**src/ir_receive_capture_defines.svh**
```systemverilog
/*
 * constants for the infrared receive capture block: edge select codes,
 * reset values and timing figures.
 * assumes it is included once per compilation unit by its bare name.
 */
`ifndef IR_RECEIVE_CAPTURE_DEFINES_SVH
`define IR_RECEIVE_CAPTURE_DEFINES_SVH

// edge select codes
`define EDGE_SEL_NONE     2'h0
`define EDGE_SEL_RISE     2'h1
`define EDGE_SEL_FALL     2'h2
`define EDGE_SEL_BOTH     2'h3

// counter values
`define COUNT_ZERO        16'h0000
`define COUNT_ONE         16'h0001
`define COUNT_ALL_ONES    16'hFFFF

// carrier period adds this many input clocks to high and low bytes
`define CARRIER_EXTRA     10'h002
// carrier periods of silence that mark a space in burst-count mode
`define SPACE_PERIODS     2'h2

`endif

```
**src/ir_receive_capture_pkg.sv**
```systemverilog
/*
 * types shared by the infrared receive capture block.
 * assumes ir_receive_capture_defines.svh holds the numeric constants.
 */
package ir_receive_capture_pkg;
   // receive sequencing states
   typedef enum logic [1:0] {
      RX_IDLE,        // disabled or transmit mode
      RX_ARMED,       // waiting for first qualified edge
      RX_RUN          // counting between edges
   } rx_state_t;
endpackage

```
**src/ir_receive_capture.sv**
```systemverilog
/*
 * infrared receive capture: edge qualification, input clock divider,
 * carrier period timer, 16-bit interval counter, capture and burst count.
 * assumes the receive pin is already synchronous to clk, and that all
 * control bits are plain ports held by the surrounding register logic.
 */
// Summary of operation
// - receive runs when select is 0, enable 1
// - edge field picks rising, falling or both
// - counter starts from zero at first edge
// - counter clock: carrier period or input clock
// - later edge stores pin level in data bit
// - standard mode edge copies counter to capture
// - reload bit clears counter on edge
// - counter wrap between edges sets overflow, requests interrupt
// - receive stops on transmit select or disable
// - burst-count off gives standard capture behaviour
// - standard mode capture sets receive flag
// - burst mode: capture register counts edges only
// - burst mode: two silent periods set flag
// - burst enable rising with no edge that cycle loads capture with one
// - burst mode keeps clock select and reload
// - overflow request only when interrupt enabled
// - input clock is sysclk over two^divider
// - carrier period is high+low+2 input clocks
`include "ir_receive_capture_defines.svh"

module ir_receive_capture #(
   parameter int CNT_W = 16            // interval counter width
) (
   input  wire logic               clk,                     // system clock
   input  wire logic               rst_b,                   // sync reset, low
   input  wire logic               transmit_receive_select, // 0 = receive
   input  wire logic               infrared_timer_enable,   // block enable
   input  wire logic [1:0]         receive_edge_select,     // edge choice
   input  wire logic               infrared_receive_pin,    // receive pin
   input  wire logic               counter_clock_select,    // 1 = input clk
   input  wire logic [1:0]         input_clock_divider,     // power of two
   input  wire logic [7:0]         carrier_high_byte,       // carrier high
   input  wire logic [7:0]         carrier_low_byte,        // carrier low
   input  wire logic               capture_reload_bit,      // clear on edge
   input  wire logic               burst_count_enable,      // burst mode
   input  wire logic               infrared_interrupt_enable, // ovf irq en
   input  wire logic               overflow_clear,          // sw writes 0
   input  wire logic               receive_flag_clear,      // sw writes 0
   output logic [CNT_W-1:0]        interval_counter,        // running count
   output logic [CNT_W-1:0]        modulator_time_register, // capture/count
   output logic                    captured_level_bit,      // pin level
   output logic                    counter_overflow_flag,   // sticky wrap
   output logic                    receive_interrupt_flag,  // sticky event
   output logic                    overflow_irq             // gated request
);
   import ir_receive_capture_pkg::*;

   // the counter literals and wrap test are written for 16 bits
   if (CNT_W != 16) begin : g_width_check
      $error("interval counter must be 16 bits wide");
   end

   // divider decode, used only by the input clock tick logic
   function automatic logic [7:0] div_mask(input logic [1:0] sel);
      div_mask = 8'(({7'h00, 1'b1} << sel) - 8'h01);
   endfunction

   rx_state_t        state_q, state_d;   // receive sequencer
   logic [7:0]       pre_q, pre_d;       // input clock prescaler
   logic [8:0]       car_q, car_d;       // carrier period timer
   logic [1:0]       sil_q, sil_d;       // silent carrier periods
   logic             pin_q, pin_d;       // last pin level
   logic             bce_q, bce_d;       // last burst enable
   logic [CNT_W-1:0] cnt_q, cnt_d;       // interval counter
   logic [CNT_W-1:0] mt_q, mt_d;         // modulator time register
   logic             dat_q, dat_d;       // captured level
   logic             ovf_q, ovf_d;       // overflow flag
   logic             rif_q, rif_d;       // receive flag
   logic             irq_q, irq_d;       // overflow request
   logic             active;             // receive enabled
   logic             rise, fall, qual;   // edge detection
   logic             clk_tick;           // one input clock
   logic             car_tick;           // one carrier period
   logic             cnt_tick;           // counter advance
   logic [9:0]       car_len;            // carrier period length
   logic [8:0]       car_last;           // last carrier timer count

   // combinational decode of mode, edges and ticks
   always_comb begin
      active   = infrared_timer_enable && !transmit_receive_select;
      rise     = infrared_receive_pin && !pin_q;
      fall     = !infrared_receive_pin && pin_q;
      case (receive_edge_select)
         `EDGE_SEL_RISE: qual = rise;
         `EDGE_SEL_FALL: qual = fall;
         `EDGE_SEL_BOTH: qual = rise || fall;
         default:        qual = 1'b0;
      endcase
      qual     = qual && active;
      clk_tick = (pre_q & div_mask(input_clock_divider)) == 8'h00;
      car_len  = {2'h0, carrier_high_byte} + {2'h0, carrier_low_byte}
                 + `CARRIER_EXTRA;
      // the longest period is 512 clocks, so its last count fits 9 bits
      car_last = 9'(car_len - 10'h001);
      car_tick = clk_tick && (car_q == car_last);
      // counter clock choice, in both modes
      cnt_tick = counter_clock_select ? clk_tick : car_tick;
   end

   // next-state computation for the whole receive path
   always_comb begin
      state_d = state_q;
      pre_d   = pre_q + 8'h01;
      car_d   = car_q;
      sil_d   = sil_q;
      pin_d   = infrared_receive_pin;
      bce_d   = burst_count_enable;
      cnt_d   = cnt_q;
      mt_d    = mt_q;
      dat_d   = dat_q;
      // sticky flags, hardware set beats software clear
      ovf_d   = overflow_clear ? 1'b0 : ovf_q;
      rif_d   = receive_flag_clear ? 1'b0 : rif_q;
      if (clk_tick)
         car_d = (car_q >= car_last) ? 9'h000 : car_q + 9'h001;
      if (burst_count_enable && !bce_q)
         mt_d = `COUNT_ONE;
      case (state_q)
         RX_IDLE: begin
            if (active)
               state_d = RX_ARMED;
         end
         RX_ARMED: begin
            // start from zero at first edge
            cnt_d = `COUNT_ZERO;
            car_d = 9'h000;
            sil_d = 2'h0;
            if (!active)
               state_d = RX_IDLE;
            else if (qual)
               state_d = RX_RUN;
         end
         RX_RUN: begin
            if (!active) begin
               state_d = RX_IDLE;
            end else if (qual) begin
               dat_d = rise;
               sil_d = 2'h0;
               car_d = 9'h000;
               if (burst_count_enable) begin
                  mt_d = mt_q + `COUNT_ONE;
               end else begin
                  mt_d  = cnt_q;
                  rif_d = 1'b1;
               end
               if (capture_reload_bit)
                  cnt_d = `COUNT_ZERO;
               else if (cnt_tick)
                  cnt_d = cnt_q + `COUNT_ONE;
            end else begin
               if (cnt_tick) begin
                  cnt_d = cnt_q + `COUNT_ONE;
                  if (cnt_q == `COUNT_ALL_ONES)
                     ovf_d = 1'b1;
               end
               // two silent periods mark a space
               if (car_tick && sil_q != `SPACE_PERIODS) begin
                  sil_d = sil_q + 2'h1;
                  if (burst_count_enable && sil_q == `SPACE_PERIODS - 2'h1)
                     rif_d = 1'b1;
               end
            end
         end
         default: state_d = RX_IDLE;
      endcase
      irq_d = ovf_d && infrared_interrupt_enable;
   end

   // register stage
   always_ff @(posedge clk) begin
      if (!rst_b) begin
         state_q <= RX_IDLE;
         pre_q   <= 8'h00;
         car_q   <= 9'h000;
         sil_q   <= 2'h0;
         pin_q   <= 1'b0;
         bce_q   <= 1'b0;
         cnt_q   <= `COUNT_ZERO;
         mt_q    <= `COUNT_ZERO;
         dat_q   <= 1'b0;
         ovf_q   <= 1'b0;
         rif_q   <= 1'b0;
         irq_q   <= 1'b0;
      end else begin
         state_q <= state_d;
         pre_q   <= pre_d;
         car_q   <= car_d;
         sil_q   <= sil_d;
         pin_q   <= pin_d;
         bce_q   <= bce_d;
         cnt_q   <= cnt_d;
         mt_q    <= mt_d;
         dat_q   <= dat_d;
         ovf_q   <= ovf_d;
         rif_q   <= rif_d;
         irq_q   <= irq_d;
      end
   end

   assign interval_counter        = cnt_q;
   assign modulator_time_register = mt_q;
   assign captured_level_bit      = dat_q;
   assign counter_overflow_flag   = ovf_q;
   assign receive_interrupt_flag  = rif_q;
   assign overflow_irq            = irq_q;

   // edge in standard mode captures the count
   capture_copy_a: assert property (@(posedge clk) disable iff (!rst_b)
      state_q == RX_RUN && active && qual && !burst_count_enable
      && !(burst_count_enable && !bce_q)
      |=> mt_q == $past(cnt_q) && rif_q)
      else $error("capture did not copy counter");

   // data bit follows edge direction
   level_store_a: assert property (@(posedge clk) disable iff (!rst_b)
      state_q == RX_RUN && qual |=> dat_q == $past(infrared_receive_pin))
      else $error("captured level wrong");

   // reload clears the counter
   reload_clear_a: assert property (@(posedge clk) disable iff (!rst_b)
      state_q == RX_RUN && qual && capture_reload_bit |=> cnt_q == 16'h0000)
      else $error("counter not reloaded");

   // wrap raises overflow
   wrap_flag_a: assert property (@(posedge clk) disable iff (!rst_b)
      state_q == RX_RUN && active && !qual && cnt_tick && cnt_q == 16'hFFFF
      |=> ovf_q && cnt_q == 16'h0000)
      else $error("overflow not flagged");

   // request only when enabled
   irq_gate_a: assert property (@(posedge clk) disable iff (!rst_b)
      overflow_irq |-> counter_overflow_flag && $past(infrared_interrupt_enable))
      else $error("overflow request without enable");

   // burst enable rising loads one
   burst_load_a: assert property (@(posedge clk) disable iff (!rst_b)
      burst_count_enable && !bce_q && !(state_q == RX_RUN && qual && active)
      |=> mt_q == 16'h0001)
      else $error("burst load missing");

   // disabled receive leaves counter still
   rx_gate_a: assert property (@(posedge clk) disable iff (!rst_b)
      !active && state_q == RX_IDLE |=> $stable(cnt_q) && $stable(dat_q))
      else $error("receive active while disabled");

   // flag holds until cleared
   flag_hold_a: assert property (@(posedge clk) disable iff (!rst_b)
      ovf_q && !overflow_clear |=> ovf_q)
      else $error("overflow flag dropped");

   // input clock tick spacing matches a divider setting of 1
   div_tick_a: assert property (@(posedge clk) disable iff (!rst_b)
      clk_tick && input_clock_divider == 2'h1 && $stable(input_clock_divider)
      |=> !clk_tick)
      else $error("input clock divider wrong");

endmodule // ir_receive_capture

```
**config.mk**
```make
export PLATFORM = sky130hd
export DESIGN_NAME = ir_receive_capture
export DESIGN_NICKNAME = d
export VERILOG_FILES = /design/src/ir_receive_capture_pkg.sv /design/src/ir_receive_capture.sv
export VERILOG_INCLUDE_DIRS = /design/src
export SDC_FILE = /design/constraint.sdc
export NUM_CORES = 1
export LEC_CHECK = 0
export BUFFER_PORTS_ARGS = -buffer_cell sky130_fd_sc_hd__buf_2
export CAP_MARGIN = 20
export CORE_MARGIN = 3
export CORE_UTILIZATION = 30
export DETAILED_ROUTE_END_ITERATION = 8
export PLACE_DENSITY = 0.5
export SYNTH_ARGS = -nofsm -noshare
export SYNTH_HDL_FRONTEND = slang
export SYNTH_SLANG_ARGS = --single-unit
```
**constraint.sdc**
```tcl
create_clock -name clk -period 4.5 [get_ports clk]
set_clock_uncertainty 0.05 [all_clocks]
set_input_delay 0.45 -clock clk [delete_from_list [all_inputs] [get_ports clk]]
set_output_delay 0.45 -clock clk [all_outputs]
set_load 0.05 [all_outputs]
```
==> impl_metrics.py <==
metrics = {
    "pwr": {
        "ir_worst_vdd_mv": 0.133,
        "power_leakage_nw": 1.88,
        "power_mw": 1.52,
        "powerDensity_nw_per_um2": 314,
    },
    "synth": {
        "yosysTopAreaCell": "dfxtp_1",
        "yosys_warnings": 0,
        "yosys.area.top_type_share_pct": 28.5,
        "yosysSeqAreaShare_pct": 28.5,
        "synth_cell_types": 74,
        "synthesis.area_um2": 4070,
        "synthFlopType": "dfxtp_1",
        "ys_ff_latch": 58,
        "syn_inst": 476,
        "synthArstFlopShare_pct": 0,
        "synth_nets": 537,
        "synth.avg_cell_area_um2": 8.55,
        "netlist_top_cells_area": "dfxtp_1 (29%), ha_1 (8.9%), nand4_1 (3.8%), xnor2_1 (3.4%), nand3_1 (3.2%)",
        "synth-edff-count": 0,
    },
    "die": {
        "core-area_um2": 12900,
        "initial_core_util_pct": 31.5,
        "placementRows": 41,
        "die_h_um": 122,
        "dieWidth_um": 122,
        "die-area_um2": 15000,
        "num_io_pins": 67,
    },
    "timing": {
        "slew_headroom_pct": 43.5,
        "final.setup.tns_ns": 0,
        "rsz0062_at_grt": "no",
        "max_slew.worst_pin.slew_ns": 0.844,
        "post-route-min-period_ns": 3.55,
        "worst_slack_ns": 0.954,
        "finalMaxSlewViolations": 0,
        "hold_viol": 0,
        "min_period_over_period_pct": 78.8,
        "fmax_mhz": 282,
        "setup_violations": 0,
        "hold_slack_ns": 0.270,
    },
    "cells_and_area": {
        "fin_cells": 709,
        "drive_gt1_share_pct": 20.1,
        "fin_util_pct": 37.5,
        "finalInstanceArea_um2": 4850,
        "area.growth.synth_to_final_pct": 19.2,
        "final_common_cell": "buf_2",
        "fin_nets": 593,
        "final_cell_mix": "buf_2 (66), dfxtp_1 (58), ha_1 (29)",
        "n_antenna_cell": 0,
    },
    "worst_setup_path": {
        "critical-path-top-delay-family": "compound AO/OA/AOI/OAI gates",
        "worstReg2RegEnd": "interval_counter[9]$_SDFFE_PN0P_",
        "worstSetupPathType": "input port to flop",
        "cp-end-kind": "flop",
        "cpMaxStageDelayCell": "nor3_4",
        "path_cells": "buf_2 -> inv_1 -> ha_1 -> inv_1 -> fa_1 -> a21o_1 -> a21oi_1 -> nor2_1 -> o31ai_1 -> nand2_1 -> ha_1 -> and4_4 -> a41oi_4 -> nor3_4 -> a41oi_2 -> a211oi_2",
        "crit_buf_inv": 3,
        "crit_arrival_ns": 3.75,
        "slowest_delay_ns": 0.54,
        "r2r_slack_ns": 1.95,
        "worstSetupStartpointType": "input port",
        "ff2ff_path_depth": 7,
        "r2r-start": "state_q[0]$_SDFFE_PN0P_",
        "required_ns": 4.70,
        "cp_max_fo": 14,
    },
    "clock_network": {
        "tritoncts": "yes",
        "clockRootBuffer": "clkbuf_16",
        "cts_setup_buffers": 0,
        "postCtsHoldBufs": 0,
        "cts_max_path_buffers": 2,
        "insertion_delay_ns": 0.34,
        "ctsHtreeMaxLevel": 3,
        "cts_buffers": 9,
        "cts.repair.resized": 0,
        "clkSinkCount": 58,
        "clkSlewWorstSetupHoldPaths_ns": 0.05,
    },
    "hold_path": {
        "hp-class": "input port to flop",
        "hold_end": "overflow_irq$_SDFF_PN0_",
        "hp-start": "infrared_interrupt_enable",
        "min_path_cells": 2,
    },
    "run_status": {
        "status": "completed",
    },
    "placement": {
        "place_ws_ns": 0.605,
        "dp_hpwl_um": 8680,
        "dp_cells": 693,
        "port-buffer-count": 66,
        "place_area_um2": 4510,
        "finalWeightedCongestion": 0.812,
    },
    "global_route": {
        "grt_first_pass_wirelength_um": 19000,
        "globalRouteTotalUtil_pct": 16.0,
        "antenna_found_initial": 0,
        "grt_max_degree": 33,
        "grt_pass1_vias": 3635,
        "grt-ovfl-total": 0,
    },
    "routing": {
        "drc": 0,
        "viasPerCell": 5.42,
        "vias": 3840,
        "dr.pass1.iters": 4,
        "drtIter0Drc": 232,
        "antenna_left": 0,
        "routed_wl_um": 11700,
        "routedWlPerCell_um": 16.5,
    },
    "run": {
        "cap_violations": 0,
    },
}
## routing by layer
metal / wire [um] / GRT usage [%] / vias to the layer above
met5: 0 / 0 / -
met4: 178 / 5.04 / 0
met3: 657 / 2.81 / 12
met2: 5050 / 23.9 / 111
met1: 5800 / 23.3 / 1788
li1: - / - / 1929
## worst max path at each step
stage,startpoint,slack [ns],cells after the start,end
2_1_floorplan,carrier_high_byte[0],1.10,16,interval_counter[9]$_SDFFE_PN0P_
3_3_place_gp,carrier_high_byte[0],0.73,16,interval_counter[14]$_SDFFE_PN0P_
3_5_place_dp,carrier_low_byte[0],0.61,16,interval_counter[7]$_SDFFE_PN0P_
4_1_cts,carrier_low_byte[0],0.96,16,interval_counter[9]$_SDFFE_PN0P_
5_1_grt,carrier_high_byte[0],0.62,16,interval_counter[7]$_SDFFE_PN0P_
6_report,carrier_low_byte[0],0.95,16,interval_counter[9]$_SDFFE_PN0P_
## power breakdown
part / total (mW) / leakage [nW] / switching [mW] / internal, mW
combinational: 0.208 / 1.25 / 0.131 / 0.0776
sequential: 0.533 / 0.469 / 0.0103 / 0.523
clock: 0.780 / 0.165 / 0.251 / 0.529
## layout make-up
| type | count | area, um^2 |
|---|---|---|
| Timing Repair Buffer | 67 | 338 |
| Clock inverter | 4 | 72.6 |
| Fill cell | 1355 | 8080 |
| Sequential cell | 58 | 1160 |
| Clock buffer | 12 | 267 |
| Multi-Input combinational cell | 374 | 2710 |
| Inverter | 22 | 82.6 |
| Tap cell | 172 | 215 |
## worst register-to-register path, stage by stage, from the launching register on
cell,delay (ns)
dfxtp_1,0.33
inv_1,0.09
ha_1,0.36
nand3b_2,0.21
a31o_1,0.30
nor2_1,0.66
a41oi_2,0.24
a211oi_2,0.23
## cell usage after synthesis (6+ instances only)
cell / n
xor2_1: 10
nor4_1: 13
inv_1: 21
nor2_1: 28
nand3_1: 26
and2_1: 6
nand2b_1: 7
buf_2: 6
and3_1: 8
nor3_1: 14
a21oi_1: 22
xnor2_1: 16
or3_1: 6
mux2i_1: 10
ha_1: 29
a22o_1: 7
nand2_1: 28
o21ai_0: 12
clkbuf_1: 11
a31oi_1: 13
nand4_1: 25
dfxtp_1: 58
## registers in the layout, indices dropped and copies added, names as in the netlist
name	count
interval_counter	16
modulator_time_register	16
car_q	9
pre_q	7
sil_q	2
state_q	2
bce_q	1
captured_level_bit	1
counter_overflow_flag	1
overflow_irq	1
pin_q	1
receive_interrupt_flag	1
## cells by family (layout without fill, tap and decap cells)
logic type	count (synthesis)	in the layout	share of synthesized area, %
simple gates	189	189	26.3
compound gates	117	117	22.3
flops	58	58	28.5
buf+inv	44	105	4.80
fa+ha+maj	30	30	9.41
xor+xnor	26	26	5.60
mux	12	12	3.01
Note: power is estimated with default switching activity, not from simulation.
